===== src/include/pafmw_map.vh =====
// register offsets, field positions and reset values of the port a function mux
`ifndef PAFMW_MAP_VH
`define PAFMW_MAP_VH
`define PAFMW_ADDR_W 4
`define PAFMW_DATA_W 8
`define PAFMW_OFF_ALT_CFG 4'h0
`define PAFMW_OFF_IF_CFG 4'h1
`define PAFMW_OFF_FIFO_POL 4'h2
`define PAFMW_OFF_WAKE_CTRL 4'h3
`define PAFMW_OFF_PORT_OE 4'h4
`define PAFMW_OFF_PORT_OUT 4'h5
`define PAFMW_OFF_PORT_PINS 4'h6
`define PAFMW_OFF_IRQ_STAT 4'h7
`define PAFMW_OFF_IRQ_CLR 4'h8
`define PAFMW_OFF_IRQ_EN 4'h9
`define PAFMW_OFF_TRIG_SEL 4'hA
`define PAFMW_ALT_FIRST_BIT 0
`define PAFMW_ALT_SECOND_BIT 1
`define PAFMW_FIFO_OE_POL_BIT 4
`define PAFMW_WAKE_EN_BIT 1
`define PAFMW_WAKE_POL_BIT 4
`define PAFMW_WAKE_ROLE_BIT 7
`define PAFMW_WAKE_OE_BIT 3
`define PAFMW_TRIG_FIRST_BIT 0
`define PAFMW_TRIG_SECOND_BIT 1
`define PAFMW_IF_FIFO_MODE 2'h3
`define PAFMW_ST_FIRST_EDGE 0
`define PAFMW_ST_SECOND_EDGE 1
`define PAFMW_ST_WAKE 2
`define PAFMW_ST_FIFO_OE 3
`define PAFMW_RST_BYTE 8'h00
`define PAFMW_RST_NIB 4'h0
`define PAFMW_RST_IF 2'h0
`endif


===== src/core/pafmw_core.v =====
// port a pins 0..3: port bits, interrupt inputs, fifo output enable and alternate wake source
//
// Strobed register access and the register offsets are this design's own decisions.
`timescale 1ns/1ns
// Function
// Pin zero is a port bit or the first interrupt input, picked by alternate-config bit 0.
// The first interrupt input is active low, edge triggered when its trigger bit is 1, level when 0.
// Pin one is a port bit or the second active-low interrupt input via alternate-config bit 1, edge/level likewise.
// Pin two is a port bit or the fifo output enable, picked by the two-bit interface-config field.
// In fifo mode pin two is input only and enables the fifo data drivers at the level set by polarity bit 4.
// The alternate wake source on pin three is enabled by wake-control bit 1 with polarity from bit 4.
// While suspended with wake enabled, a pin three transition restarts the oscillator and interrupts the cpu.
// While wake is enabled and pin three sits at its asserted level, suspend entry is refused.
// After reset all four pins are port-bit inputs with no alternate function active.
// Pin three takes its wake role from wake-control bit 7 together with port output-enable bit 3; the code takes it with bit 7 set and bit 3 clear.
`include "pafmw_map.vh"
module pafmw_core (
  // clock and reset
  input wire clk,
  input wire resetn,
  // register port
  input wire [`PAFMW_ADDR_W-1:0] reg_addr,
  input wire [`PAFMW_DATA_W-1:0] reg_wdata,
  input wire reg_wr,
  input wire reg_rd,
  output reg [`PAFMW_DATA_W-1:0] reg_rdata,
  // port a pins 0..3
  input wire [3:0] pin_in,
  output reg [3:0] pin_out,
  output reg [3:0] pin_oe,
  // processor interrupt inputs
  output reg ext_irq_first_n,
  output reg ext_irq_second_n,
  input wire irq_first_ack,
  input wire irq_second_ack,
  // slave fifo
  output reg fifo_drive_en,
  // suspend and wake
  input wire cpu_suspended,
  output reg osc_restart,
  output reg wake_irq,
  output reg suspend_block,
  // block interrupt
  output reg irq
);

  // configuration registers
  reg [7:0] port_alt_config_ff;
  reg [1:0] interface_config_ff;
  reg [7:0] fifo_pin_polarity_ff;
  reg [7:0] wake_ctrl_ff;
  reg [3:0] port_output_enable_ff;
  reg [3:0] port_out_ff;
  reg [1:0] trig_sel_ff;
  reg [3:0] irq_stat_ff;
  reg [3:0] irq_en_ff;

  // pin synchronisers
  reg [3:0] sync1_ff;
  reg [3:0] sync2_ff;
  reg [3:0] sync3_ff;
  reg [3:0] pin_stable_ff;
  reg [3:0] pin_prev_ff;

  // edge-held interrupt requests
  reg first_pend_ff;
  reg second_pend_ff;

  wire wr_alt = reg_wr && (reg_addr == `PAFMW_OFF_ALT_CFG);
  wire wr_if = reg_wr && (reg_addr == `PAFMW_OFF_IF_CFG);
  wire wr_pol = reg_wr && (reg_addr == `PAFMW_OFF_FIFO_POL);
  wire wr_wake = reg_wr && (reg_addr == `PAFMW_OFF_WAKE_CTRL);
  wire wr_oe = reg_wr && (reg_addr == `PAFMW_OFF_PORT_OE);
  wire wr_out = reg_wr && (reg_addr == `PAFMW_OFF_PORT_OUT);
  wire wr_clr = reg_wr && (reg_addr == `PAFMW_OFF_IRQ_CLR);
  wire wr_en = reg_wr && (reg_addr == `PAFMW_OFF_IRQ_EN);
  wire wr_trig = reg_wr && (reg_addr == `PAFMW_OFF_TRIG_SEL);

  // function selection
  wire sel_first = port_alt_config_ff[`PAFMW_ALT_FIRST_BIT];
  wire sel_second = port_alt_config_ff[`PAFMW_ALT_SECOND_BIT];
  wire sel_fifo = (interface_config_ff == `PAFMW_IF_FIFO_MODE);
  wire sel_wake = wake_ctrl_ff[`PAFMW_WAKE_ROLE_BIT] && !port_output_enable_ff[`PAFMW_WAKE_OE_BIT];
  wire wake_en = sel_wake && wake_ctrl_ff[`PAFMW_WAKE_EN_BIT];
  wire wake_pol = wake_ctrl_ff[`PAFMW_WAKE_POL_BIT];
  wire fifo_pol = fifo_pin_polarity_ff[`PAFMW_FIFO_OE_POL_BIT];
  wire [3:0] alt_sel = {sel_wake, sel_fifo, sel_second, sel_first};

  // pin events seen on the filtered level
  wire [3:0] nxt_stable = (sync2_ff == sync3_ff) ? sync3_ff : pin_stable_ff;
  wire [3:0] pin_fall = pin_prev_ff & ~pin_stable_ff;
  wire [3:0] pin_change = pin_prev_ff ^ pin_stable_ff;

  wire first_edge = sel_first && pin_fall[0];
  wire second_edge = sel_second && pin_fall[1];
  wire wake_asserted = (pin_stable_ff[3] == wake_pol);
  wire wake_event = wake_en && cpu_suspended && pin_change[3];
  wire nxt_fifo_drive = sel_fifo && (pin_stable_ff[2] == fifo_pol);

  // edge mode holds the request until the cpu acknowledges; set beats ack
  wire nxt_first_pend = first_edge || (first_pend_ff && !irq_first_ack && sel_first);
  wire nxt_second_pend = second_edge || (second_pend_ff && !irq_second_ack && sel_second);

  wire nxt_first_req = trig_sel_ff[`PAFMW_TRIG_FIRST_BIT] ? nxt_first_pend : (sel_first && !pin_stable_ff[0]);
  wire nxt_second_req = trig_sel_ff[`PAFMW_TRIG_SECOND_BIT] ? nxt_second_pend :
                        (sel_second && !pin_stable_ff[1]);

  wire [3:0] events = {(nxt_fifo_drive != fifo_drive_en), wake_event, second_edge, first_edge};
  wire [3:0] nxt_irq_stat = events | (irq_stat_ff & ~(wr_clr ? reg_wdata[3:0] : 4'h0));

  // registers
  always @(posedge clk or negedge resetn) begin
    if (!resetn) begin
      port_alt_config_ff <= `PAFMW_RST_BYTE;
      interface_config_ff <= `PAFMW_RST_IF;
      fifo_pin_polarity_ff <= `PAFMW_RST_BYTE;
      wake_ctrl_ff <= `PAFMW_RST_BYTE;
      port_output_enable_ff <= `PAFMW_RST_NIB;
      port_out_ff <= `PAFMW_RST_NIB;
      trig_sel_ff <= `PAFMW_RST_IF;
      irq_en_ff <= `PAFMW_RST_NIB;
    end else begin
      if (wr_alt) begin
        port_alt_config_ff <= reg_wdata;
      end
      if (wr_if) begin
        interface_config_ff <= reg_wdata[1:0];
      end
      if (wr_pol) begin
        fifo_pin_polarity_ff <= reg_wdata;
      end
      if (wr_wake) begin
        wake_ctrl_ff <= reg_wdata;
      end
      if (wr_oe) begin
        port_output_enable_ff <= reg_wdata[3:0];
      end
      if (wr_out) begin
        port_out_ff <= reg_wdata[3:0];
      end
      if (wr_trig) begin
        trig_sel_ff <= reg_wdata[1:0];
      end
      if (wr_en) begin
        irq_en_ff <= reg_wdata[3:0];
      end
    end
  end

  // synchronisers and event state
  always @(posedge clk or negedge resetn) begin
    if (!resetn) begin
      sync1_ff <= `PAFMW_RST_NIB;
      sync2_ff <= `PAFMW_RST_NIB;
      sync3_ff <= `PAFMW_RST_NIB;
      pin_stable_ff <= `PAFMW_RST_NIB;
      pin_prev_ff <= `PAFMW_RST_NIB;
      first_pend_ff <= 1'b0;
      second_pend_ff <= 1'b0;
      irq_stat_ff <= `PAFMW_RST_NIB;
    end else begin
      sync1_ff <= pin_in;
      sync2_ff <= sync1_ff;
      sync3_ff <= sync2_ff;
      pin_stable_ff <= nxt_stable;
      pin_prev_ff <= pin_stable_ff;
      first_pend_ff <= nxt_first_pend;
      second_pend_ff <= nxt_second_pend;
      irq_stat_ff <= nxt_irq_stat;
    end
  end

  // outputs
  always @(posedge clk or negedge resetn) begin
    if (!resetn) begin
      pin_out <= `PAFMW_RST_NIB;
      pin_oe <= `PAFMW_RST_NIB;
      ext_irq_first_n <= 1'b1;
      ext_irq_second_n <= 1'b1;
      fifo_drive_en <= 1'b0;
      osc_restart <= 1'b0;
      wake_irq <= 1'b0;
      suspend_block <= 1'b0;
      irq <= 1'b0;
      reg_rdata <= `PAFMW_RST_BYTE;
    end else begin
      pin_out <= port_out_ff;
      // an alternate function never drives its pin
      pin_oe <= port_output_enable_ff & ~alt_sel;
      ext_irq_first_n <= !nxt_first_req;
      ext_irq_second_n <= !nxt_second_req;
      fifo_drive_en <= nxt_fifo_drive;
      osc_restart <= wake_event;
      wake_irq <= wake_event;
      suspend_block <= wake_en && wake_asserted;
      irq <= |(nxt_irq_stat & irq_en_ff);
      if (reg_rd) begin
        case (reg_addr)
          `PAFMW_OFF_ALT_CFG: reg_rdata <= port_alt_config_ff;
          `PAFMW_OFF_IF_CFG: reg_rdata <= {6'h00, interface_config_ff};
          `PAFMW_OFF_FIFO_POL: reg_rdata <= fifo_pin_polarity_ff;
          `PAFMW_OFF_WAKE_CTRL: reg_rdata <= wake_ctrl_ff;
          `PAFMW_OFF_PORT_OE: reg_rdata <= {4'h0, port_output_enable_ff};
          `PAFMW_OFF_PORT_OUT: reg_rdata <= {4'h0, port_out_ff};
          `PAFMW_OFF_PORT_PINS: reg_rdata <= {4'h0, pin_stable_ff};
          `PAFMW_OFF_IRQ_STAT: reg_rdata <= {4'h0, irq_stat_ff};
          `PAFMW_OFF_IRQ_EN: reg_rdata <= {4'h0, irq_en_ff};
          `PAFMW_OFF_TRIG_SEL: reg_rdata <= {6'h00, trig_sel_ff};
          default: reg_rdata <= 8'h00;
        endcase
      end else begin
        reg_rdata <= 8'h00;
      end
    end
  end

endmodule // pafmw_core


===== config.mk =====
export PLATFORM = sky130hd
export DESIGN_NAME = pafmw_core
export DESIGN_NICKNAME = d
export VERILOG_FILES = /design/src/core/pafmw_core.v
export VERILOG_INCLUDE_DIRS = /design/src /design/src/include
export SDC_FILE = /design/constraint.sdc
export NUM_CORES = 1
export LEC_CHECK = 0
export BUFFER_PORTS_ARGS = -buffer_cell sky130_fd_sc_hd__buf_2
export CORE_MARGIN = 3
export CORE_UTILIZATION = 41
export CTS_BUF_LIST = sky130_fd_sc_hd__clkbuf_16
export DETAILED_ROUTE_END_ITERATION = 12
export PLACE_DENSITY_LB_ADDON = 0.25
export SLEW_MARGIN = 25
export SYNTH_ARGS = -nofsm -noshare
export SYNTH_HDL_FRONTEND = slang
export SYNTH_SLANG_ARGS = --single-unit

===== constraint.sdc =====
create_clock -name clk -period 1.9 [get_ports clk]
set_clock_uncertainty 0.2 [all_clocks]
set_input_delay 0.38 -clock clk [delete_from_list [all_inputs] [get_ports clk]]
set_output_delay 0.38 -clock clk [all_outputs]
set_load 0.01 [all_outputs]

### After elaboration in Yosys (flattened, before gate mapping)

Cells that the tools add are included.

* output and inout bits: 23
* memory bits (writable): 0
* flip-flop bits (word level): 88
* word-level logic and storage cells: 88
* bits of input ports: 23
* bits in read-only memories: 0
* latch bits: 0
* memories: 0

* equal/unequal tests: 15
* magnitude comparators: 0
* divide/modulo/power cells: 0
* add/sub/neg operators: 0
* shift-type cells: 0
* bitwise operators: 9
* $mul: 0
* mux-type cells: 5
* reductions and logical operators: 34

Operator list (count)
* $pmux W8 S10: 1
* $logic_and A1 B1 Y1: 23
* $eq A4 B3 Y1 const B: 4
* $and A4 B4 Y4: 3
* $eq A4 B4 Y1 const B: 3
* $eq A4 B2 Y1 const B: 2
* $mux W8: 1
* $not A4 Y4: 2
* $logic_not A1 Y1: 7
* $eq A4 B1 Y1 const B: 1
* $eq A4 B4 Y1: 1
* $logic_not A4 Y1: 1
* $mux W4: 1
* $or A4 B4 Y4: 1
* $reduce_or A4 Y1: 1
* $xor A4 B4 Y4: 1
* $and A2 B2 Y2: 1
* $eq A1 B1 Y1: 2
* $eq A2 B2 Y1 const B: 1
* $logic_or A1 B1 Y1: 2
* $mux W1: 2
* $not A2 Y2: 1
* $ne A1 B1 Y1: 1

### Longest topological paths before layout

* word-level depth: 8
* mapped depth: 7

### Least setup slack after synthesis

No wires, ideal clock.

* kind: input-to-reg
* from: input port reg_addr[2]
* to: register irq_en_ff[0]
* library setup time: 0.125 ns
* buffers on the path: 1
* stages on the path: 5
* data required time: 1.575 ns
* slack: 0.234 ns
* arrival: 1.341 ns
* cell sequence: buf_6 -> and2b_1 -> nand2_1 -> nor2_1 -> mux2_2

* word-level cells in the longest chain between the ends: 2

RTL lines
* start: declaration: line pafmw_core.v:22 `` input wire [`PAFMW_ADDR_W-1:0] reg_addr, ``
* $eq A4 B4 Y1
* $logic_and A1 B1 Y1: line pafmw_core.v:76 `` wire wr_en = reg_wr && (reg_addr == `PAFMW_OFF_IRQ_EN); ``
* end signal: assignment: line pafmw_core.v:121 `` irq_en_ff <= `PAFMW_RST_NIB; ``
* end signal: assignment: line pafmw_core.v:145 `irq_en_ff <= reg_wdata[3:0];`
* end: declaration: line pafmw_core.v:56 `reg [3:0] irq_en_ff;`

Every way passes these cells.
A chain may end at the register's enable or synchronous reset.

### Final worst setup path

* from: register sync3_ff[1]
* to: register pin_stable_ff[3]

* word-level cells in the longest chain between the ends: 1

RTL lines
* start: declaration: line pafmw_core.v:61 `reg [3:0] sync3_ff;`
* start signal: assignment: line pafmw_core.v:155 `` sync3_ff <= `PAFMW_RST_NIB; ``
* start signal: assignment: line pafmw_core.v:164 `sync3_ff <= sync2_ff;`
* $eq A4 B4 Y1: line pafmw_core.v:90 `wire [3:0] nxt_stable = (sync2_ff == sync3_ff) ? sync3_ff : pin_stable_ff;`
* end signal: assignment: line pafmw_core.v:156 `` pin_stable_ff <= `PAFMW_RST_NIB; ``
* end signal: assignment: line pafmw_core.v:165 `pin_stable_ff <= nxt_stable;`
* end: declaration: line pafmw_core.v:62 `reg [3:0] pin_stable_ff;`

Every way passes these cells.

==> run metrics <==
result of the run=completed; wire length per cell=17.3 um; Critical Path Sink Type=flip-flop; r2r setup slk=200 ps; Max-Cap Viols=0; effective utilization at floorplan=0.434; vias=2368; Fillers=733; Slew Limit Fails=0; Clock Sinks=87; antenna cells=0; slew margin rel.=0.706; mean post-synth cell area=13.4 um2; Top FF cell, synth=dfrtp_1; PwrDens=1200 mW/mm2; # resized after CTS=0; DRT antenna net count=0; gpl congestion=0.841; sequential-to-total area share from yosys stat=0.593; CORE AREA=0.00846 mm2; critical path type=reg2reg; instance count of the mapped netlist=274; final worst path period need=1700 ps; register bit count reported by yosys=87; Clock transition at path regs=60 ps; total wire length=7740 um; final hold vios=0; number of H-tree levels=3; Tcrit/Tclk final=0.895; CP Buf/Inv Count=0; Worst Tran Pin Value=441 ps; setup violators final=0; crit path DAT=1720 ps; crit path max fanout=5; drt drc=0; Tot Pwr=5.35 mW; vias per cell=5.30; Post-synth EDFFs=0; clk root buf=clkbuf_16; asr flop ratio synth=1.00; Max VDD drop=0.704 mV; clk_lat worst skew=330 ps; Final nets=361; WHS=107 ps; die area=0.0101 mm2; maximum clock frequency=588 MHz; area growth from synthesis to layout=20.9%; Worst setup SP type=flip-flop; worst endpoint required time=1920 ps; hpwl dp=5540 um; critical path's top delay family=simple AND/OR/NAND/NOR gates; vias in the first global route=2470; Max stage delay cell, worst path=nor4_4; RSZ-0062 raised after global routing=false; antenna violations before repair=0; Die X=101 um; first-pass detailed-route iteration total=5; Pleak=2.06 nW; total track usage=0.166; Distinct cells, synth=50; Iteration-0 DRC Markers=115; GR Overflow Total=0; TritonCTS buffer count=9; Clock Path Buffers=2; Ys Warns=0; Max stage delay on crit path=430 ps; critical path cell sequence=xor2_1 > nor4_4 > mux2_2; syn nets=297; Worst Hold Class=in2reg; ratio of cells with drive above 1 in the final layout=0.386; largest net degree at the start of global routing=34; first-pass GRT wire length=12700 um; chip height=101 um; row count=33; Boundary Pins=46; I/O Buffers=45; sequential cell area=0.00218 mm2; CTS tree=done; TNS Setup=0 ps; Synth Cell Area=0.00368 mm2; multi-input combinational cell area=0.00134 mm2
==> registers in the layout (all words and copies together), names as in the netlist, 8 cells and up <==
name / cells
port_alt_config_ff: 8
fifo_pin_polarity_ff: 8
wake_ctrl_ff: 8
reg_rdata: 8
==> synth_stat cells, types with 2 or more instances <==
library cell	n	share of area
a21oi_1	8	0.011
a22oi_1	4	0.0082
a31oi_1	8	0.014
a32o_1	3	0.0082
buf_2	4	0.0054
buf_4	6	0.012
buf_6	4	0.012
dfrtp_1	85	0.58
dfstp_2	2	0.014
inv_1	11	0.011
mux2_2	39	0.12
mux2_4	4	0.016
mux2i_1	9	0.024
mux4_2	2	0.012
nand2_1	8	0.0082
nand2b_1	5	0.0085
nand3_1	4	0.0054
nand3b_1	3	0.0061
nor2_1	13	0.013
nor2b_1	4	0.0068
nor3_1	5	0.0068
nor3b_1	2	0.0041
o21ai_0	7	0.0095
o31ai_1	2	0.0041
or2_2	2	0.0034
xor2_1	6	0.014
==> repair_timing <==
action,in CTS,in global routing
hold endpoints to repair,31,0
buffers inserted,0,0
hold buffers,5,0
==> worst reg2reg max path, cell delays in order, from the launching register on <==
cell and delay, ps:
dfrtp_1 380, xor2_1 190, nor4_4 430, mux2_2 380
==> logic make-up after synthesis <==
| group | count (synthesis) | share of synthesized area |
|---|---|---|
| AOI/OAI and AO/OA | 40 | 0.0732 |
| buffers and inverters | 26 | 0.0422 |
| and+or+nand+nor | 60 | 0.103 |
| xor gates and xnor gates | 7 | 0.0167 |
| DFF | 87 | 0.593 |
| muxes | 54 | 0.173 |
==> power by group <==
group	switching, mW	leakage, nW	internal, mW
logic	0.428	0.834	0.480
clock network	0.657	0.162	1.26
registers	0.267	1.07	2.26
==> layout make-up <==
| type | instances | area share |
|---|---|---|
| Tap cell | 105 | 0.0295 |
| Clock inverter | 6 | 0.0228 |
| Inverter | 11 | 0.00929 |
| Timing Repair Buffer | 68 | 0.0957 |
| Multi-Input combinational cell | 161 | 0.302 |
| Clock buffer | 9 | 0.0506 |
| Sequential cell | 87 | 0.490 |
==> through the flow <==
stage | std cells | area [um2] | utilization | setup WS [ps]
global route | 447 | 4450 | 0.525 | 112
finish | 447 | 4450 | 0.525 | 200
detailed placement | 427 | 4070 | 0.481 | -63.4
floorplan | 274 | 3680 | - | 234
global placement | 427 | 4070 | 0.481 | -48.0
CTS | 447 | 4450 | 0.525 | 173
==> routing by layer <==
metal / GRT usage / part of all wire
met1: 0.219 / 0.45
met2: 0.263 / 0.48
met3: 0.0471 / 0.053
met4: 0.0580 / 0.014
met5: 0 / 0
==> path summary, 6_finish.rpt <==
kind	startpoint	to	cells after the start
worst max-delay path	sync3_ff[1]$_DFF_PN0_	pin_stable_ff[3]$_DFFE_PN0N_	3
worst min-delay path	reg_wdata[6]	fifo_pin_polarity_ff[6]$_DFFE_PN0P_	2
worst max register to register	sync3_ff[1]$_DFF_PN0_	pin_stable_ff[3]$_DFFE_PN0N_	3
worst min register to register	sync1_ff[3]$_DFF_PN0_	sync2_ff[3]$_DFF_PN0_	0
max in group asynchronous	resetn	pin_oe[2]$_DFF_PN0_	3
min in group asynchronous	resetn	pin_oe[0]$_DFF_PN0_	2
==> layout by cell type (no fill, tap or decap), types with 5 or more instances in the layout <==
master / instances
a21oi_1: 8
a31oi_1: 8
buf_2: 44
buf_4: 18
clkbuf_16: 9
dfrtp_1: 85
dlygate4sd3_1: 5
inv_1: 12
mux2_2: 39
mux2i_1: 9
nand2_1: 8
nand2b_1: 5
nor2_1: 13
nor3_1: 5
o21ai_0: 7
xor2_1: 6
Power figures use the tool's default switching activity.
